===== src/rcps_params.svh =====
`ifndef RCPS_PARAMS_SVH
`define RCPS_PARAMS_SVH
// indirect type codes for the registers held here
`define RCPS_TYPE_PARAMS 4'h6
`define RCPS_TYPE_SECONDARY 4'h7
`define RCPS_TYPE_STATE 4'hE
// command source instances
`define RCPS_CMD_INST_A 3'h6
`define RCPS_CMD_INST_B 3'h7
`define RCPS_NUM_RINGS 6
`define RCPS_NUM_CHAN 8
// field positions, shared by ring, command and secondary layouts
`define RCPS_BIT_RING_PAR 7
`define RCPS_BIT_DATA_PAR 6
`define RCPS_BIT_RING_PORT 5
`define RCPS_BIT_DATA_PORT 4
`define RCPS_SIZE_MSB 3
`define RCPS_LSIZE_MSB 2
// ring state bit positions
`define RCPS_ST_PRESENT 7
`define RCPS_ST_PARITY 6
`define RCPS_ST_OPERR 5
`define RCPS_ST_DRDY 4
`define RCPS_ST_STOP 3
`define RCPS_ST_READY 2
`define RCPS_ST_EMPTY 1
`define RCPS_ST_CPL 0
// writable masks, the state read mask for rings 6 and 7, and reset values
`define RCPS_CMD_MASK 8'h50
`define RCPS_SEC_DEST_MASK 8'hBF
`define RCPS_SEC_LOCAL_MASK 8'h57
`define RCPS_RESET_BYTE 8'h00
`define RCPS_DRDY_ONLY 8'h10
// sizes: ring 8 bytes << code, local 8k bytes << code
`define RCPS_RING_BASE_BYTES 32'h0000_0008
`define RCPS_LOCAL_BASE_BYTES 32'h0000_2000
`define RCPS_STEP_32 32'h0000_0004
`define RCPS_STEP_64 32'h0000_0008
`endif


===== src/rcps_pkg.sv =====
package rcps_pkg;
  typedef enum logic [2:0] {
    RCPS_ST_ABSENT = 3'b000,
    RCPS_ST_RDY = 3'b001,
    RCPS_ST_STP = 3'b010,
    RCPS_ST_EMP = 3'b011,
    RCPS_ST_CMP = 3'b100
  } rcps_ring_state_t;
  typedef logic [7:0] rcps_byte_t;
endpackage


===== src/rcps_cfg_if.sv =====
`timescale 1ns/1ps
// write strobe and read path between the top and the register bank
interface rcps_cfg_if;
  logic wr_en;
  logic [3:0] type_idx;
  logic [2:0] inst_idx;
  logic [7:0] wr_data;
  logic local_mode_sel;
  logic [7:0] rd_data;
  logic [63:0] ring_bank;
  logic [63:0] sec_bank;
  logic [15:0] cmd_bank;
  modport master (output wr_en, type_idx, inst_idx, wr_data, local_mode_sel,
    input rd_data, ring_bank, sec_bank, cmd_bank);
  modport bank (input wr_en, type_idx, inst_idx, wr_data, local_mode_sel,
    output rd_data, ring_bank, sec_bank, cmd_bank);
endinterface


===== src/rcps_param_bank.sv =====
`timescale 1ns/1ps
`include "rcps_params.svh"
// holds command source, ring and secondary parameter bytes
module rcps_param_bank (
  input wire logic core_clk,
  input wire logic nrst,
  rcps_cfg_if.bank cfg
);
  import rcps_pkg::*;
  logic [7:0] ring_reg [0:7];
  logic [7:0] sec_reg [0:7];
  logic [7:0] rd_reg;
  logic [2:0] ri;

  assign ri = cfg.inst_idx;

  // parameter writes; unused bits stay zero via masks
  always_ff @(posedge core_clk) begin
    if (!nrst) begin
      for (int i = 0; i < `RCPS_NUM_CHAN; i++) begin
        ring_reg[i] <= `RCPS_RESET_BYTE;
        sec_reg[i] <= `RCPS_RESET_BYTE;
      end
    end else if (cfg.wr_en) begin
      if (cfg.type_idx == `RCPS_TYPE_PARAMS) begin
        if (ri == `RCPS_CMD_INST_A || ri == `RCPS_CMD_INST_B) begin
          ring_reg[ri] <= cfg.wr_data & `RCPS_CMD_MASK;
        end else begin
          ring_reg[ri] <= cfg.wr_data;
        end
      end
      if (cfg.type_idx == `RCPS_TYPE_SECONDARY) begin
        // local layout only applies to channels 0-5
        if (cfg.local_mode_sel && ri < 3'(`RCPS_NUM_RINGS)) begin
          sec_reg[ri] <= cfg.wr_data & `RCPS_SEC_LOCAL_MASK;
        end else begin
          sec_reg[ri] <= cfg.wr_data & `RCPS_SEC_DEST_MASK;
        end
      end
    end
  end

  // registered read data
  always_ff @(posedge core_clk) begin
    if (!nrst) begin
      rd_reg <= `RCPS_RESET_BYTE;
    end else if (cfg.type_idx == `RCPS_TYPE_SECONDARY) begin
      rd_reg <= sec_reg[ri];
    end else begin
      rd_reg <= ring_reg[ri];
    end
  end

  assign cfg.rd_data = rd_reg;
  for (genvar g = 0; g < 8; g++) begin : g_flat
    assign cfg.ring_bank[g*8 +: 8] = ring_reg[g];
    assign cfg.sec_bank[g*8 +: 8] = sec_reg[g];
  end
  assign cfg.cmd_bank = {ring_reg[7], ring_reg[6]};
endmodule


===== src/rcps_top.sv =====
`timescale 1ns/1ps
`include "rcps_params.svh"
// How it works
// - direct transmit command data uses port B when its select bit set
// - command data parity checked when its enable bit set
// - six ring parameter registers; ring parity enable checks entry reads
// - ring data parity enable checks all data of that ring
// - ring entries use port B when entry select set, else A
// - ring data use port B when data select set, else A
// - ring size code gives 8 bytes shifted left by code
// - address advances by transfer width, wraps inside size-aligned region
// - eight secondary registers: destination ring or local memory layout
// - destination ring data use port B when its select set
// - local memory parity checked when local enable set
// - local memory uses port B when local select set
// - local size is 8K doubled per code step
// - local start address comes from define-local-memory command
// - eight state registers; rings 6,7 hold only destination ready
// - present bit cleared means ring absent
// - parity fault set on entry read error, cleared on redefine or ready
// - op error set on entry read error, cleared on redefine or ready
// - destination ready bit shows destination ring ready
// - state bits encode ready, stop, empty, complete
// - ready and complete may coexist; read errors leave empty set
// - 8-bit registers reached through type and instance indices
// - parity odd when port A parity control 0, even when 1
// - 64-bit mode: port A control governs, A carries upper half
module rcps_top (
  input wire logic core_clk,
  input wire logic nrst,
  input wire logic ind_wr,
  input wire logic ind_rd,
  input wire logic [3:0] indirect_type_index,
  input wire logic [2:0] indirect_instance_index,
  input wire logic [7:0] ind_wdata,
  output rcps_pkg::rcps_byte_t ind_rdata,
  output logic ind_rvalid,
  input wire logic parity_even_sel,
  input wire logic wide_mode,
  input wire logic [7:0] local_mode,
  input wire logic [7:0] ring_define,
  input wire logic [7:0] ring_ready_access,
  input wire logic [7:0] ring_stop_evt,
  input wire logic [7:0] ring_empty_evt,
  input wire logic [7:0] ring_complete_evt,
  input wire logic [7:0] entry_read_done,
  input wire logic [7:0] entry_parity_err,
  input wire logic [7:0] entry_op_err,
  input wire logic [7:0] dest_ready_set,
  input wire logic [7:0] dest_ready_clr,
  input wire logic [7:0] ring_remove,
  input wire logic [2:0] addr_chan,
  input wire logic addr_load,
  input wire logic [31:0] addr_load_val,
  input wire logic addr_step,
  input wire logic [2:0] xfer_chan,
  input wire logic xfer_is_cmd,
  input wire logic [31:0] local_base_in,
  input wire logic local_base_load,
  output logic [31:0] ring_addr,
  output logic entry_port_b,
  output logic entry_par_chk,
  output logic data_port_b,
  output logic data_par_chk,
  output logic dest_data_port_b,
  output logic local_port_b,
  output logic local_par_chk,
  output logic [31:0] local_base,
  output logic [31:0] local_bytes,
  output logic parity_odd,
  output logic upper_half_a
);
  import rcps_pkg::*;

  rcps_cfg_if cfg ();
  logic [7:0] state_reg [0:7];
  rcps_ring_state_t st_reg [0:7];
  logic [7:0] rdata_reg;
  logic rvalid_reg;
  logic rd_state_q;
  logic [31:0] addr_reg;
  logic [31:0] addr_next;
  logic [31:0] lbase_reg [0:5];
  logic [7:0] rp;
  logic [7:0] sp;
  logic [7:0] cp;

  // ring byte limit from four-bit code
  function automatic logic [31:0] ring_bytes(input logic [3:0] code);
    ring_bytes = `RCPS_RING_BASE_BYTES << code;
  endfunction

  // local space size from three-bit code
  function automatic logic [31:0] local_len(input logic [2:0] code);
    local_len = `RCPS_LOCAL_BASE_BYTES << code;
  endfunction

  // advance an address, wrapping inside the aligned region
  function automatic logic [31:0] ring_advance(input logic [31:0] a,
      input logic [3:0] code, input logic wide);
    logic [31:0] m;
    logic [31:0] s;
    m = ring_bytes(code) - 32'h0000_0001;
    s = a + (wide ? `RCPS_STEP_64 : `RCPS_STEP_32);
    ring_advance = (a & ~m) | (s & m);
  endfunction

  // indirect write path; registers are 8 bits wide
  assign cfg.wr_en = ind_wr;
  assign cfg.type_idx = indirect_type_index;
  assign cfg.inst_idx = indirect_instance_index;
  assign cfg.wr_data = ind_wdata;
  assign cfg.local_mode_sel = local_mode[indirect_instance_index];

  rcps_param_bank u_bank (
    .core_clk(core_clk),
    .nrst(nrst),
    .cfg(cfg)
  );

  assign rp = cfg.ring_bank[xfer_chan*8 +: 8];
  assign sp = cfg.sec_bank[xfer_chan*8 +: 8];
  assign cp = xfer_chan[0] ? cfg.cmd_bank[15:8] : cfg.cmd_bank[7:0];

  // ring state machine per ring 0-5
  always_ff @(posedge core_clk) begin
    if (!nrst) begin
      for (int i = 0; i < 8; i++) begin
        st_reg[i] <= RCPS_ST_ABSENT;
      end
    end else begin
      for (int i = 0; i < `RCPS_NUM_RINGS; i++) begin
        case (st_reg[i])
          RCPS_ST_ABSENT: begin
            if (ring_define[i]) begin
              st_reg[i] <= RCPS_ST_STP;
            end
          end
          default: begin
            if (ring_remove[i]) begin
              st_reg[i] <= RCPS_ST_ABSENT;
            end else if (ring_ready_access[i] || ring_define[i]) begin
              st_reg[i] <= RCPS_ST_RDY;
            end else if (entry_parity_err[i] || entry_op_err[i] || ring_empty_evt[i]) begin
              st_reg[i] <= RCPS_ST_EMP;
            end else if (ring_stop_evt[i]) begin
              st_reg[i] <= RCPS_ST_STP;
            end else if (ring_complete_evt[i]) begin
              st_reg[i] <= RCPS_ST_CMP;
            end
          end
        endcase
      end
    end
  end

  // state bytes: set wins over clear for drdy, parity and op error; a ready access outranks other ring events
  always_ff @(posedge core_clk) begin
    if (!nrst) begin
      for (int i = 0; i < 8; i++) begin
        state_reg[i] <= `RCPS_RESET_BYTE;
      end
    end else begin
      for (int i = 0; i < 8; i++) begin
        if (dest_ready_set[i]) begin
          state_reg[i][`RCPS_ST_DRDY] <= 1'b1;
        end else if (dest_ready_clr[i]) begin
          state_reg[i][`RCPS_ST_DRDY] <= 1'b0;
        end
      end
      for (int i = 0; i < `RCPS_NUM_RINGS; i++) begin
        state_reg[i][`RCPS_ST_PRESENT] <= (st_reg[i] != RCPS_ST_ABSENT) && !ring_remove[i];
        if (entry_parity_err[i]) begin
          state_reg[i][`RCPS_ST_PARITY] <= 1'b1;
        end else if (ring_define[i] || ring_ready_access[i]) begin
          state_reg[i][`RCPS_ST_PARITY] <= 1'b0;
        end
        if (entry_op_err[i]) begin
          state_reg[i][`RCPS_ST_OPERR] <= 1'b1;
        end else if (ring_define[i] || ring_ready_access[i]) begin
          state_reg[i][`RCPS_ST_OPERR] <= 1'b0;
        end
        // complete stays up after a ready access until the next entry read
        if (ring_ready_access[i] || ring_define[i]) begin
          state_reg[i][`RCPS_ST_STOP] <= 1'b0;
          state_reg[i][`RCPS_ST_READY] <= 1'b1;
          state_reg[i][`RCPS_ST_EMPTY] <= 1'b0;
        end else if (entry_parity_err[i] || entry_op_err[i] || ring_empty_evt[i]) begin
          state_reg[i][`RCPS_ST_READY] <= 1'b0;
          state_reg[i][`RCPS_ST_EMPTY] <= 1'b1;
          state_reg[i][`RCPS_ST_CPL] <= 1'b0;
        end else if (ring_stop_evt[i]) begin
          state_reg[i][`RCPS_ST_STOP] <= 1'b1;
          state_reg[i][`RCPS_ST_READY] <= 1'b0;
        end else if (ring_complete_evt[i]) begin
          state_reg[i][`RCPS_ST_READY] <= 1'b0;
          state_reg[i][`RCPS_ST_CPL] <= 1'b1;
        end else if (entry_read_done[i]) begin
          state_reg[i][`RCPS_ST_CPL] <= 1'b0;
        end
      end
    end
  end

  // read response: state is read here, parameters come from the bank
  always_ff @(posedge core_clk) begin
    if (!nrst) begin
      rd_state_q <= 1'b0;
      rvalid_reg <= 1'b0;
    end else begin
      rd_state_q <= ind_rd && (indirect_type_index == `RCPS_TYPE_STATE);
      rvalid_reg <= ind_rd;
    end
  end

  // rings 6 and 7 expose only destination ready
  always_ff @(posedge core_clk) begin
    if (!nrst) begin
      rdata_reg <= `RCPS_RESET_BYTE;
    end else if (ind_rd && indirect_type_index == `RCPS_TYPE_STATE) begin
      if (indirect_instance_index >= 3'(`RCPS_NUM_RINGS)) begin
        rdata_reg <= state_reg[indirect_instance_index] & `RCPS_DRDY_ONLY;
      end else begin
        rdata_reg <= state_reg[indirect_instance_index];
      end
    end
  end

  assign ind_rdata = rd_state_q ? rdata_reg : cfg.rd_data;
  assign ind_rvalid = rvalid_reg;

  // ring address tracking for the selected ring
  always_comb begin
    addr_next = ring_advance(addr_reg, cfg.ring_bank[addr_chan*8 +: 4], wide_mode);
  end

  always_ff @(posedge core_clk) begin
    if (!nrst) begin
      addr_reg <= 32'h0000_0000;
    end else if (addr_load) begin
      addr_reg <= addr_load_val;
    end else if (addr_step) begin
      addr_reg <= addr_next;
    end
  end

  // local base addresses come only from the define-local-memory command
  always_ff @(posedge core_clk) begin
    if (!nrst) begin
      for (int i = 0; i < `RCPS_NUM_RINGS; i++) begin
        lbase_reg[i] <= 32'h0000_0000;
      end
    end else if (local_base_load && xfer_chan < 3'(`RCPS_NUM_RINGS)) begin
      lbase_reg[xfer_chan] <= local_base_in;
    end
  end

  // port and parity steering; 64-bit mode forces port A, selects ignored
  always_ff @(posedge core_clk) begin
    if (!nrst) begin
      ring_addr <= 32'h0000_0000;
      entry_port_b <= 1'b0;
      entry_par_chk <= 1'b0;
      data_port_b <= 1'b0;
      data_par_chk <= 1'b0;
      dest_data_port_b <= 1'b0;
      local_port_b <= 1'b0;
      local_par_chk <= 1'b0;
      local_base <= 32'h0000_0000;
      local_bytes <= 32'h0000_0000;
      parity_odd <= 1'b1;
      upper_half_a <= 1'b0;
    end else begin
      ring_addr <= addr_reg;
      parity_odd <= !parity_even_sel;
      upper_half_a <= wide_mode;
      if (xfer_is_cmd) begin
        entry_port_b <= 1'b0;
        entry_par_chk <= 1'b0;
        data_port_b <= cp[`RCPS_BIT_DATA_PORT] && !wide_mode;
        data_par_chk <= cp[`RCPS_BIT_DATA_PAR];
      end else begin
        entry_port_b <= rp[`RCPS_BIT_RING_PORT] && !wide_mode;
        entry_par_chk <= rp[`RCPS_BIT_RING_PAR];
        data_port_b <= rp[`RCPS_BIT_DATA_PORT] && !wide_mode;
        data_par_chk <= rp[`RCPS_BIT_DATA_PAR];
      end
      dest_data_port_b <= sp[`RCPS_BIT_DATA_PORT] && !wide_mode;
      local_port_b <= sp[`RCPS_BIT_DATA_PORT] && !wide_mode;
      local_par_chk <= local_mode[xfer_chan] && sp[`RCPS_BIT_DATA_PAR];
      local_bytes <= local_len(sp[`RCPS_LSIZE_MSB:0]);
      local_base <= (xfer_chan < 3'(`RCPS_NUM_RINGS)) ? lbase_reg[xfer_chan] : 32'h0000_0000;
    end
  end
endmodule


===== config.mk =====
export PLATFORM = sky130hd
export DESIGN_NAME = rcps_top
export DESIGN_NICKNAME = d
export VERILOG_FILES = /design/src/rcps_pkg.sv /design/src/rcps_cfg_if.sv /design/src/rcps_param_bank.sv /design/src/rcps_top.sv
export VERILOG_INCLUDE_DIRS = /design/src
export SDC_FILE = /design/constraint.sdc
export NUM_CORES = 1
export LEC_CHECK = 0
export ABC_CLOCK_PERIOD_IN_PS = 7150
export BUFFER_PORTS_ARGS = -buffer_cell sky130_fd_sc_hd__buf_2
export CORE_ASPECT_RATIO = 1.75
export CORE_MARGIN = 2
export CORE_UTILIZATION = 50
export CTS_CLUSTER_DIAMETER = 80
export CTS_CLUSTER_SIZE = 24
export DETAILED_ROUTE_END_ITERATION = 7
export GPL_TIMING_DRIVEN = 0
export PLACE_DENSITY = 0.71
export SYNTH_ARGS = -nofsm -noshare
export SYNTH_HDL_FRONTEND = slang
export SYNTH_HIERARCHICAL = 1
export SYNTH_SLANG_ARGS = --single-unit
export TNS_END_PERCENT = 100

===== constraint.sdc =====
create_clock -name core_clk -period 7.15 [get_ports core_clk]
set_clock_uncertainty 0.1 [all_clocks]
set_input_delay 1.43 -clock core_clk [delete_from_list [all_inputs] [get_ports core_clk]]
set_output_delay 1.43 -clock core_clk [all_outputs]
set_load 0.05 [all_outputs]

Word level (Yosys, flattened, before mapping)

Memory sizes are Yosys's and may differ from the RTL's. A register that Yosys moved wholly into a read port is not among the register bits.
Cells that the tools add are included.

Bits in registers: 122
RAM bits: 408
Input port bits: 191
Output and inout port bits: 114
Word-level logic and storage cells: 871
Memories kept: 5

Add/subtract/negate cells: 2
$lt $le $gt $ge: 5
Eq/ne operators: 5
Shift-type cells: 5
Multiplexer cells: 619
Bitwise gates (word level): 155
Reduce and logical (&&, ||, !) cells: 60

Memory list:

| memory          | words | bits a word | read ports | clocked after Yosys merged registers in | write ports | RTL line              | source |
|---|---|---|---|---|---|---|---|
| lbase_reg       | 6     | 32          | 1          | 1                                       | 6           | rcps_top.sv:83        | `logic [31:0] lbase_reg [0:5];` |
| state_reg       | 8     | 8           | 1          | 0                                       | 8           | rcps_top.sv:76        | `logic [7:0] state_reg [0:7];` |
| u_bank.ring_reg | 8     | 8           | 9          | 0                                       | 8           | rcps_param_bank.sv:10 | `logic [7:0] ring_reg [0:7];` |
| u_bank.sec_reg  | 8     | 8           | 9          | 0                                       | 8           | rcps_param_bank.sv:11 | `logic [7:0] sec_reg [0:7];` |
| st_reg          | 8     | 3           | 6          | 0                                       | 8           | rcps_top.sv:77        | `rcps_ring_state_t st_reg [0:7];` |

Operators by type and width:

| kind                  | count |
|---|---|
| $mux 1                | 566 |
| $or 1x1->1            | 150 |
| $mux 3                | 39 |
| $mux 32               | 3 |
| $and 32x32->32        | 2 |
| $shiftx 64x7->4       | 1 |
| $shiftx 64x7->7       | 1 |
| $shiftx 64x7->8       | 1 |
| $mux 8                | 7 |
| $add 32x4->32         | 1 |
| $not 32->32           | 1 |
| $or 32x32->32         | 1 |
| $reduce_or 32->1      | 1 |
| $shl 14x3->32 const A | 1 |
| $shl 4x4->32 const A  | 1 |
| $sub 32x1->32 const B | 1 |
| $logic_or 1x1->1      | 19 |
| $logic_not 3->1       | 6 |
| $reduce_bool 3->1     | 6 |
| $reduce_or 8->1       | 2 |
| $logic_and 1x1->1     | 14 |
| $logic_not 1->1       | 9 |
| $eq 4x3->1 const B    | 2 |
| $lt 3x4->1 const B    | 2 |
| 11 further kinds      | 14 |

Logic depth before layout (Yosys ltp)

Gate-level depths: netlist of run 1.

Word-level depth: 11
Mapped depth: 13
Mapped depth without buffers: 11

Modules after synthesis

The synthesis of run 1 kept the hierarchy.

Modules (own cells, without submodules):

| module          | instances | cells an instance | area an instance (um^2) | sequential area each (um^2) |
|---|---|---|---|---|
| rcps_top        | 1         | 1502              | 17272.8                 | 10169.8 |
| rcps_param_bank | 1         | 491               | 6163.4                  | 4003.8 |

Worst setup path after synthesis of run 1

Ideal clock, no wire load.

Path kind: input port to flip-flop
Start: input port xfer_chan[0]
End: memory lbase_reg[4][0] (enable)
Arrival: 5775 ps
Slack: 765 ps
Stages: 5
Path buffers: 4
Cells stage by stage: clkbuf_1 buf_2 buf_2 buf_2 o41ai_1

RTL lines:

| what        | RTL line       | source |
|---|---|---|
| from (decl) | rcps_top.sv:56 | `input wire logic [2:0] xfer_chan,` |
| to (decl)   | rcps_top.sv:83 |  |

==> flow_metrics.py, run 1 <==
metrics = {
    "run_status": {
        "status": "complete, no violations",
    },
    "yosys": {
        "synthArstFlopShare_pct": 0,
        "synthFlopType": "edfxtp_1",
        "synth_compound_area_share_pct": 6.45,
        "synth.distinct_cells": 77,
        "ys_seq_elements": 518,
        "synth_seq_area_share_pct": 60.5,
        "synthAdderAreaFrac_pct": 0.246,
        "synthCells": 1993,
        "netlist.area_leader.share_pct": 48.7,
        "synth_edf_count": 380,
        "muxShareOfSynthArea_pct": 11.8,
        "yosys.area_share.simple_pct": 15.9,
        "yosys_warnings": 6,
        "synth_area_leaders": "edfxtp_1, dfxtp_1, nor2_1",
        "netlist_area_um2": 23400,
        "postSynthAreaPerCell_um2": 11.8,
        "yosys.area.top_type": "edfxtp_1",
        "synth-xor-area-share_pct": 0.635,
        "synth_top_family_by_area": "simple AND/OR/NAND/NOR gates",
    },
    "power_and_ir_drop": {
        "leakage_nw": 10.3,
        "ir_drop_v": 0.000276,
        "power.density_nw_per_um2": 228,
    },
    "setup_path": {
        "endpoint_kind": "flip-flop",
        "crit_top_cell": "clkbuf_1",
        "crit_type": "in2reg",
        "crit_fanout": 32,
        "crit_chain": "clkbuf_1 -> clkbuf_1 -> clkbuf_1 -> clkbuf_1 -> nand2_2",
        "critical_path_arrival_ns": 5.26,
        "r2r_setup_slack_ns": 3.25,
        "critical-path-top-delay-family": "buffers and inverters",
        "crit_path_max_incr_delay_ns": 0.95,
        "required_ns": 7.14,
        "critPathLaunchType": "primary input",
        "crit_buf_inv": 4,
        "critPathSlowestCell": "clkbuf_1",
    },
    "layout": {
        "areaGrowthSynthToFinish_pct": 12.9,
        "seq_area_um2": 14200,
        "layout-drive-gt1-share_pct": 21.4,
        "fin_nets": 2519,
        "fill_cells": 3937,
        "final_cell_count_no_fill": 2932,
        "multi_input_area_um2": 8370,
        "largest_register_ffs": 192,
    },
    "clock_tree": {
        "clock-root-buffer": "clkbuf_16",
        "clockBufferDepth": 3,
        "hold_buffers": 0,
        "clkLatencyLatePin_ns": 0.60,
        "numCtsBuffers": 25,
        "cts.clk_slew.worst_paths_ns": 0.09,
        "cts-resized-gates": 0,
        "clock-sinks": 518,
        "htree_levels": 1,
        "cts_tree": "yes",
        "cts_setup_buffers": 0,
    },
    "global_route": {
        "grt_max_degree": 33,
        "grt_pass1_wl_um": 104000,
        "gr-usage-all-layers_pct": 28.4,
        "grt_pass1_vias": 17700,
        "overflow": 0,
        "antenna_found_initial": 7,
    },
    "sta": {
        "relSlewSlack_pct": 19.2,
        "fmax_mhz": 190,
        "setup_viol": 0,
        "tns_ns": 0,
        "tightestPinTransition_ns": 1.21,
        "drv_slew": 0,
        "fin_crit_ns": 5.27,
        "fin_crit_sh_pct": 73.8,
        "hold_viol": 0,
        "rsz0062_at_grt": "false",
    },
    "detailed_routing": {
        "totalWireLength_um": 70000,
        "wire_per_inst_um": 23.9,
        "vias_per_cell": 5.84,
        "vias": 17100,
        "drt-initial-drc-count": 1594,
        "firstDrtPassIters": 6,
        "drcViolationCount": 0,
        "ant_nets": 0,
    },
    "placement": {
        "io_buffers": 255,
        "placed_cells": 2885,
        "place_congestion": 0.964,
        "dp_hpwl_um": 52800,
    },
    "die": {
        "row_count": 105,
        "dieArea_um2": 48700,
        "dieHeight_um": 290,
        "core_um2": 46600,
        "start_util_pct": 50.3,
        "ios": 305,
        "fp.dieW_um": 168,
    },
    "flow_run": {
        "maxCapViolCount": 0,
    },
    "worst_hold_path": {
        "min_path_type": "reg2reg",
    },
}
-- per-layer routing --
layer	share of wire [%]	wire length, µm	GRT usage (%)	vias to the layer above
met5	0.11	74	0	-
met4	5.3	3690	13.8	12
met3	6.1	4280	3.84	200
met2	54	38100	54.5	777
met1	34	23900	30.2	8395
li1	-	-	-	7743
-- synthesized netlist by cell type (9+ instances only) --
library cell and number:
dfxtp_1 138, a21oi_1 68, buf_2 19, o21ai_0 48, buf_4 43, nand2_1 128
nor2_1 436, mux2i_1 70, mux2_2 37, nor3_1 33, xnor2_1 10, a211oi_1 17
and3_1 43, nor4_1 12, mux4_2 67, a221oi_1 20, edfxtp_1 380, clkbuf_1 89
a22oi_1 11, inv_1 59, nand2b_1 9, nand3_1 27, nand4_1 10, and2_1 57
or2_2 15, nor2b_1 9, or3_1 15
-- kinds of logic (layout without fill, tap and decap cells) --
kind of cell | after synthesis | count (layout)
other | 2 | 40
AO/OA/AOI/OAI | 229 | 229
XOR/XNOR | 17 | 17
flip-flops | 518 | 518
AND/OR/NAND/NOR | 820 | 820
buffers and inverters | 223 | 536
adder cells (fa/ha/maj) | 4 | 4
multiplexers | 180 | 180
-- stage by stage --
stage               cell area [µm²]  hold WS, ns  util (%)  worst slack (ns)  total power [mW]
floorplan                     23600        0.329         -             0.765              4.14
global placement              25600        0.339      54.9             -2.40              4.43
detailed placement            25700        0.356      55.2              1.31              4.46
CTS                           26400        0.380      56.7              1.93              6.03
global route                  26400        0.405      56.7              1.85              6.21
finish                        26500        0.376      56.7              1.88              6.02
-- cell usage in the layout, fill, tap and decap left out, types with 6 or more instances in the layout --
cell type  count
a211oi_1      17
a21oi_1       68
a221oi_1      20
a22oi_1       11
and2_1        57
and3_1        43
buf_1          6
buf_2        274
buf_4         54
buf_6          6
clkbuf_1     106
clkbuf_16     25
conb_1        38
dfxtp_1      138
edfxtp_1     380
inv_1         59
mux2_2        37
mux2i_1       70
mux4_2        67
nand2_1      124
nand2b_1       9
nand3_1       27
nand4_1       10
nor2_1       436
nor2b_1        9
nor3_1        33
nor3b_1        7
nor4_1        12
o21ai_0       39
o21ai_1       10
o311a_1        6
or2_2         15
or3_1         15
xnor2_1       10
xor2_1         7
-- power breakdown --
part	switching (mW)	internal (mW)	leakage, nW
clock	0.947	0.669	0.341
combinational	0.599	0.306	5.11
sequential	0.0806	3.42	4.87
total	1.63	4.39	10.3
-- final cells by class --
class	instances	area share [%]
clock inverter	3	0.0851
sequential	518	53.6
timing repair buffer	268	5.28
buffer	162	3.14
inverter	61	0.866
multi-input combinational	1288	31.6
tap	588	2.78
clock buffer	42	2.61
antenna	2	0.0189
-- final timing paths --
kind	to	start	depth (start not counted)
hold / removal	ring_addr[1]	addr_reg[1]	1
setup / recovery	lbase_reg[3][15]	nrst	5
setup reg to reg	flip-flop	u_bank/ring_reg[7][3]	12
hold reg to reg	ring_addr[1]	addr_reg[1]	1
Power figures use the tool's default switching activity.
==> run 2, diff against run 1 <==
--- a/config.mk
+++ b/config.mk
@@ -6,7 +6,7 @@
 export SDC_FILE = /design/constraint.sdc
 export NUM_CORES = 1
 export LEC_CHECK = 0
-export ABC_CLOCK_PERIOD_IN_PS = 7150
+export ABC_CLOCK_PERIOD_IN_PS = 4310
 export BUFFER_PORTS_ARGS = -buffer_cell sky130_fd_sc_hd__buf_2
 export CORE_ASPECT_RATIO = 1.75
 export CORE_MARGIN = 2
@@ -15,7 +15,7 @@
 export CTS_CLUSTER_SIZE = 24
 export DETAILED_ROUTE_END_ITERATION = 7
 export GPL_TIMING_DRIVEN = 0
-export PLACE_DENSITY = 0.71
+export PLACE_DENSITY = 0.73
 export SYNTH_ARGS = -nofsm -noshare
 export SYNTH_HDL_FRONTEND = slang
 export SYNTH_HIERARCHICAL = 1
==> constraint.sdc (replaced) <==
create_clock -name core_clk -period 4.31 [get_ports core_clk]
set_clock_uncertainty 0.1 [all_clocks]
set_input_delay 0.862 -clock core_clk [delete_from_list [all_inputs] [get_ports core_clk]]
set_output_delay 0.862 -clock core_clk [all_outputs]
set_load 0.05 [all_outputs]
==> flow_metrics.py, run 2 (synthesized netlist as in run 1, its figures left out) <==
metrics = {
    "layout": {
        "final_common_cell": "nor2_1",
        "areaGrowthSynthToFinish_pct": 13.2,
        "fin_nets": 2518,
        "final_cell_mix": "nor2_1, edfxtp_1, buf_2",
        "multi_input_area_um2": 8380,
        "utilization_pct": 56.9,
        "layout-drive-gt1-share_pct": 21.4,
        "largest_register_ffs": 192,
        "fill_cells": 3946,
        "seq_area_um2": 14200,
    },
    "worst_hold_path": {
        "hold_depth": 2,
        "min_from": "parity_even_sel",
        "holdPathEnd": "parity_odd",
        "min_path_type": "in2reg",
    },
    "clock_tree": {
        "numCtsBuffers": 25,
        "clock-sinks": 518,
        "clockBufferDepth": 3,
        "hold_buffers": 0,
        "cts.clk_slew.worst_paths_ns": 0.09,
        "clkLatencyLatePin_ns": 0.60,
        "cts_tree": "yes",
        "htree_levels": 1,
        "clock-root-buffer": "clkbuf_16",
    },
    "global_route": {
        "antenna_found_initial": 5,
        "overflow": 0,
        "grt_max_degree": 31,
        "grt_pass1_vias": 17900,
        "grt_pass1_wl_um": 104000,
        "gr-usage-all-layers_pct": 28.7,
    },
    "setup_path": {
        "crit_type": "in2reg",
        "crit_top_cell": "clkbuf_1",
        "r2r_cells": 12,
        "crit_path_start": "addr_chan[2]",
        "crit_path_max_incr_delay_ns": 0.45,
        "critPathSlowestCell": "clkbuf_1",
        "r2r_setup_slack_ns": 0.37,
        "crit_fanout": 10,
        "critPathLaunchType": "primary input",
        "reg2reg_from": "u_bank/ring_reg[7][3]",
        "crit_chain": "clkbuf_1 -> mux4_2 -> mux2i_1 -> clkbuf_1 -> nand4_1 -> ha_1 -> clkbuf_1 -> inv_1 -> nor2_1 -> a311o_1 -> o21a_1 -> o21a_1",
        "endpoint_kind": "flip-flop",
        "required_ns": 4.70,
        "critical_path_arrival_ns": 4.35,
    },
    "detailed_routing": {
        "vias": 17100,
        "vias_per_cell": 5.84,
        "drt-initial-drc-count": 1507,
        "totalWireLength_um": 70800,
        "drcViolationCount": 0,
        "ant_nets": 0,
        "wire_per_inst_um": 24.1,
        "firstDrtPassIters": 6,
    },
    "die": {
        "core_um2": 46600,
        "start_util_pct": 50.3,
        "fp.dieW_um": 168,
        "dieArea_um2": 48700,
        "dieHeight_um": 290,
        "ios": 305,
        "row_count": 105,
    },
    "placement": {
        "dp_hpwl_um": 53700,
        "io_buffers": 255,
        "place_ws_ns": -0.574,
        "place_congestion": 0.994,
    },
    "sta": {
        "drv_slew": 0,
        "relSlewSlack_pct": 28.1,
        "rsz0062_at_grt": "false",
        "hold_viol": 0,
        "fin_crit_ns": 3.96,
        "setup_viol": 0,
        "tightestPinTransition_ns": 1.08,
        "setup_slack_ns": 0.348,
        "fmax_mhz": 252,
        "fin_crit_sh_pct": 91.9,
    },
    "power_and_ir_drop": {
        "ir_drop_v": 0.000459,
        "leakage_nw": 10.4,
        "power.density_nw_per_um2": 376,
    },
    "run_status": {
        "status": "complete, no violations",
    },
    "flow_run": {
        "maxCapViolCount": 0,
    },
}
## run 2: cell types whose count changed in the layout (fill, tap and decap cells not counted), sizes merged
cell / delta
clkinv: -1
clkbuf: +3
diode: +1
buf: -2
## run 2: metal layers
metal	part of all wire (%)	routed length (µm)	GRT usage [%]	vias to the layer above
li1	-	-	-	7737
met1	32	22900	28.9	8237
met2	54	38100	54.5	913
met3	7.0	4950	4.53	241
met4	6.7	4770	17.5	6
met5	0.071	50	0	-
## run 2: power by group
group | internal [mW] | switching (mW) | total, mW
clock | 1.12 | 1.56 | 2.67
sequential | 5.67 | 0.134 | 5.80
combinational | 0.513 | 0.995 | 1.51
## run 2: critical path: cells and delay by family
kind,cells,cell delay (ns)
fa+ha+maj,1,0.29
simple gates,2,0.39
buf+inv,4,1.34
compound gates,3,0.70
mux,2,0.78
## run 2: per-stage QoR
step | hold WS [ns] | instances | instance area, µm² | total power [mW] | TNS, ns
2_1_floorplan | 0.329 | 2029 | 23600 | 6.86 | 0
6_report | 0.344 | 2933 | 26500 | 9.98 | 0
3_3_place_gp | 0.337 | 2872 | 25600 | 7.34 | -282.04
4_1_cts | 0.326 | 2930 | 26500 | 10.0 | 0
3_5_place_dp | 0.349 | 2884 | 25800 | 7.41 | -55.90
5_1_grt | 0.350 | 2932 | 26500 | 10.3 | 0
## run 2: layout make-up
type	instances	share of cell area, %
clock buffer	44	2.63
sequential	518	53.4
inverter	61	0.863
clock inverter	2	0.0755
tap	588	2.77
multi-input combinational	1288	31.6
timing repair buffer	267	5.45
antenna	3	0.0283
buffer	162	3.14
## run 2: worst max-delay path by stage
stage	to	slack (ns)
after global placement	lbase_reg[4][22]	-1.91
after CTS	lbase_reg[0][10]	0.03
after detailed placement	lbase_reg[0][10]	-0.57
after global routing	flip-flop	0.11
after floorplan	lbase_reg[4][0]	0.01
final	flip-flop	0.35
## run 2: repair_timing
action / 4_1_cts / 5_1_grt
gates resized for setup: 0 / 5
buffers inserted: 0 / 0
endpoints found under the setup margin: 0 / 68
endpoints found under the hold margin: 0 / 0
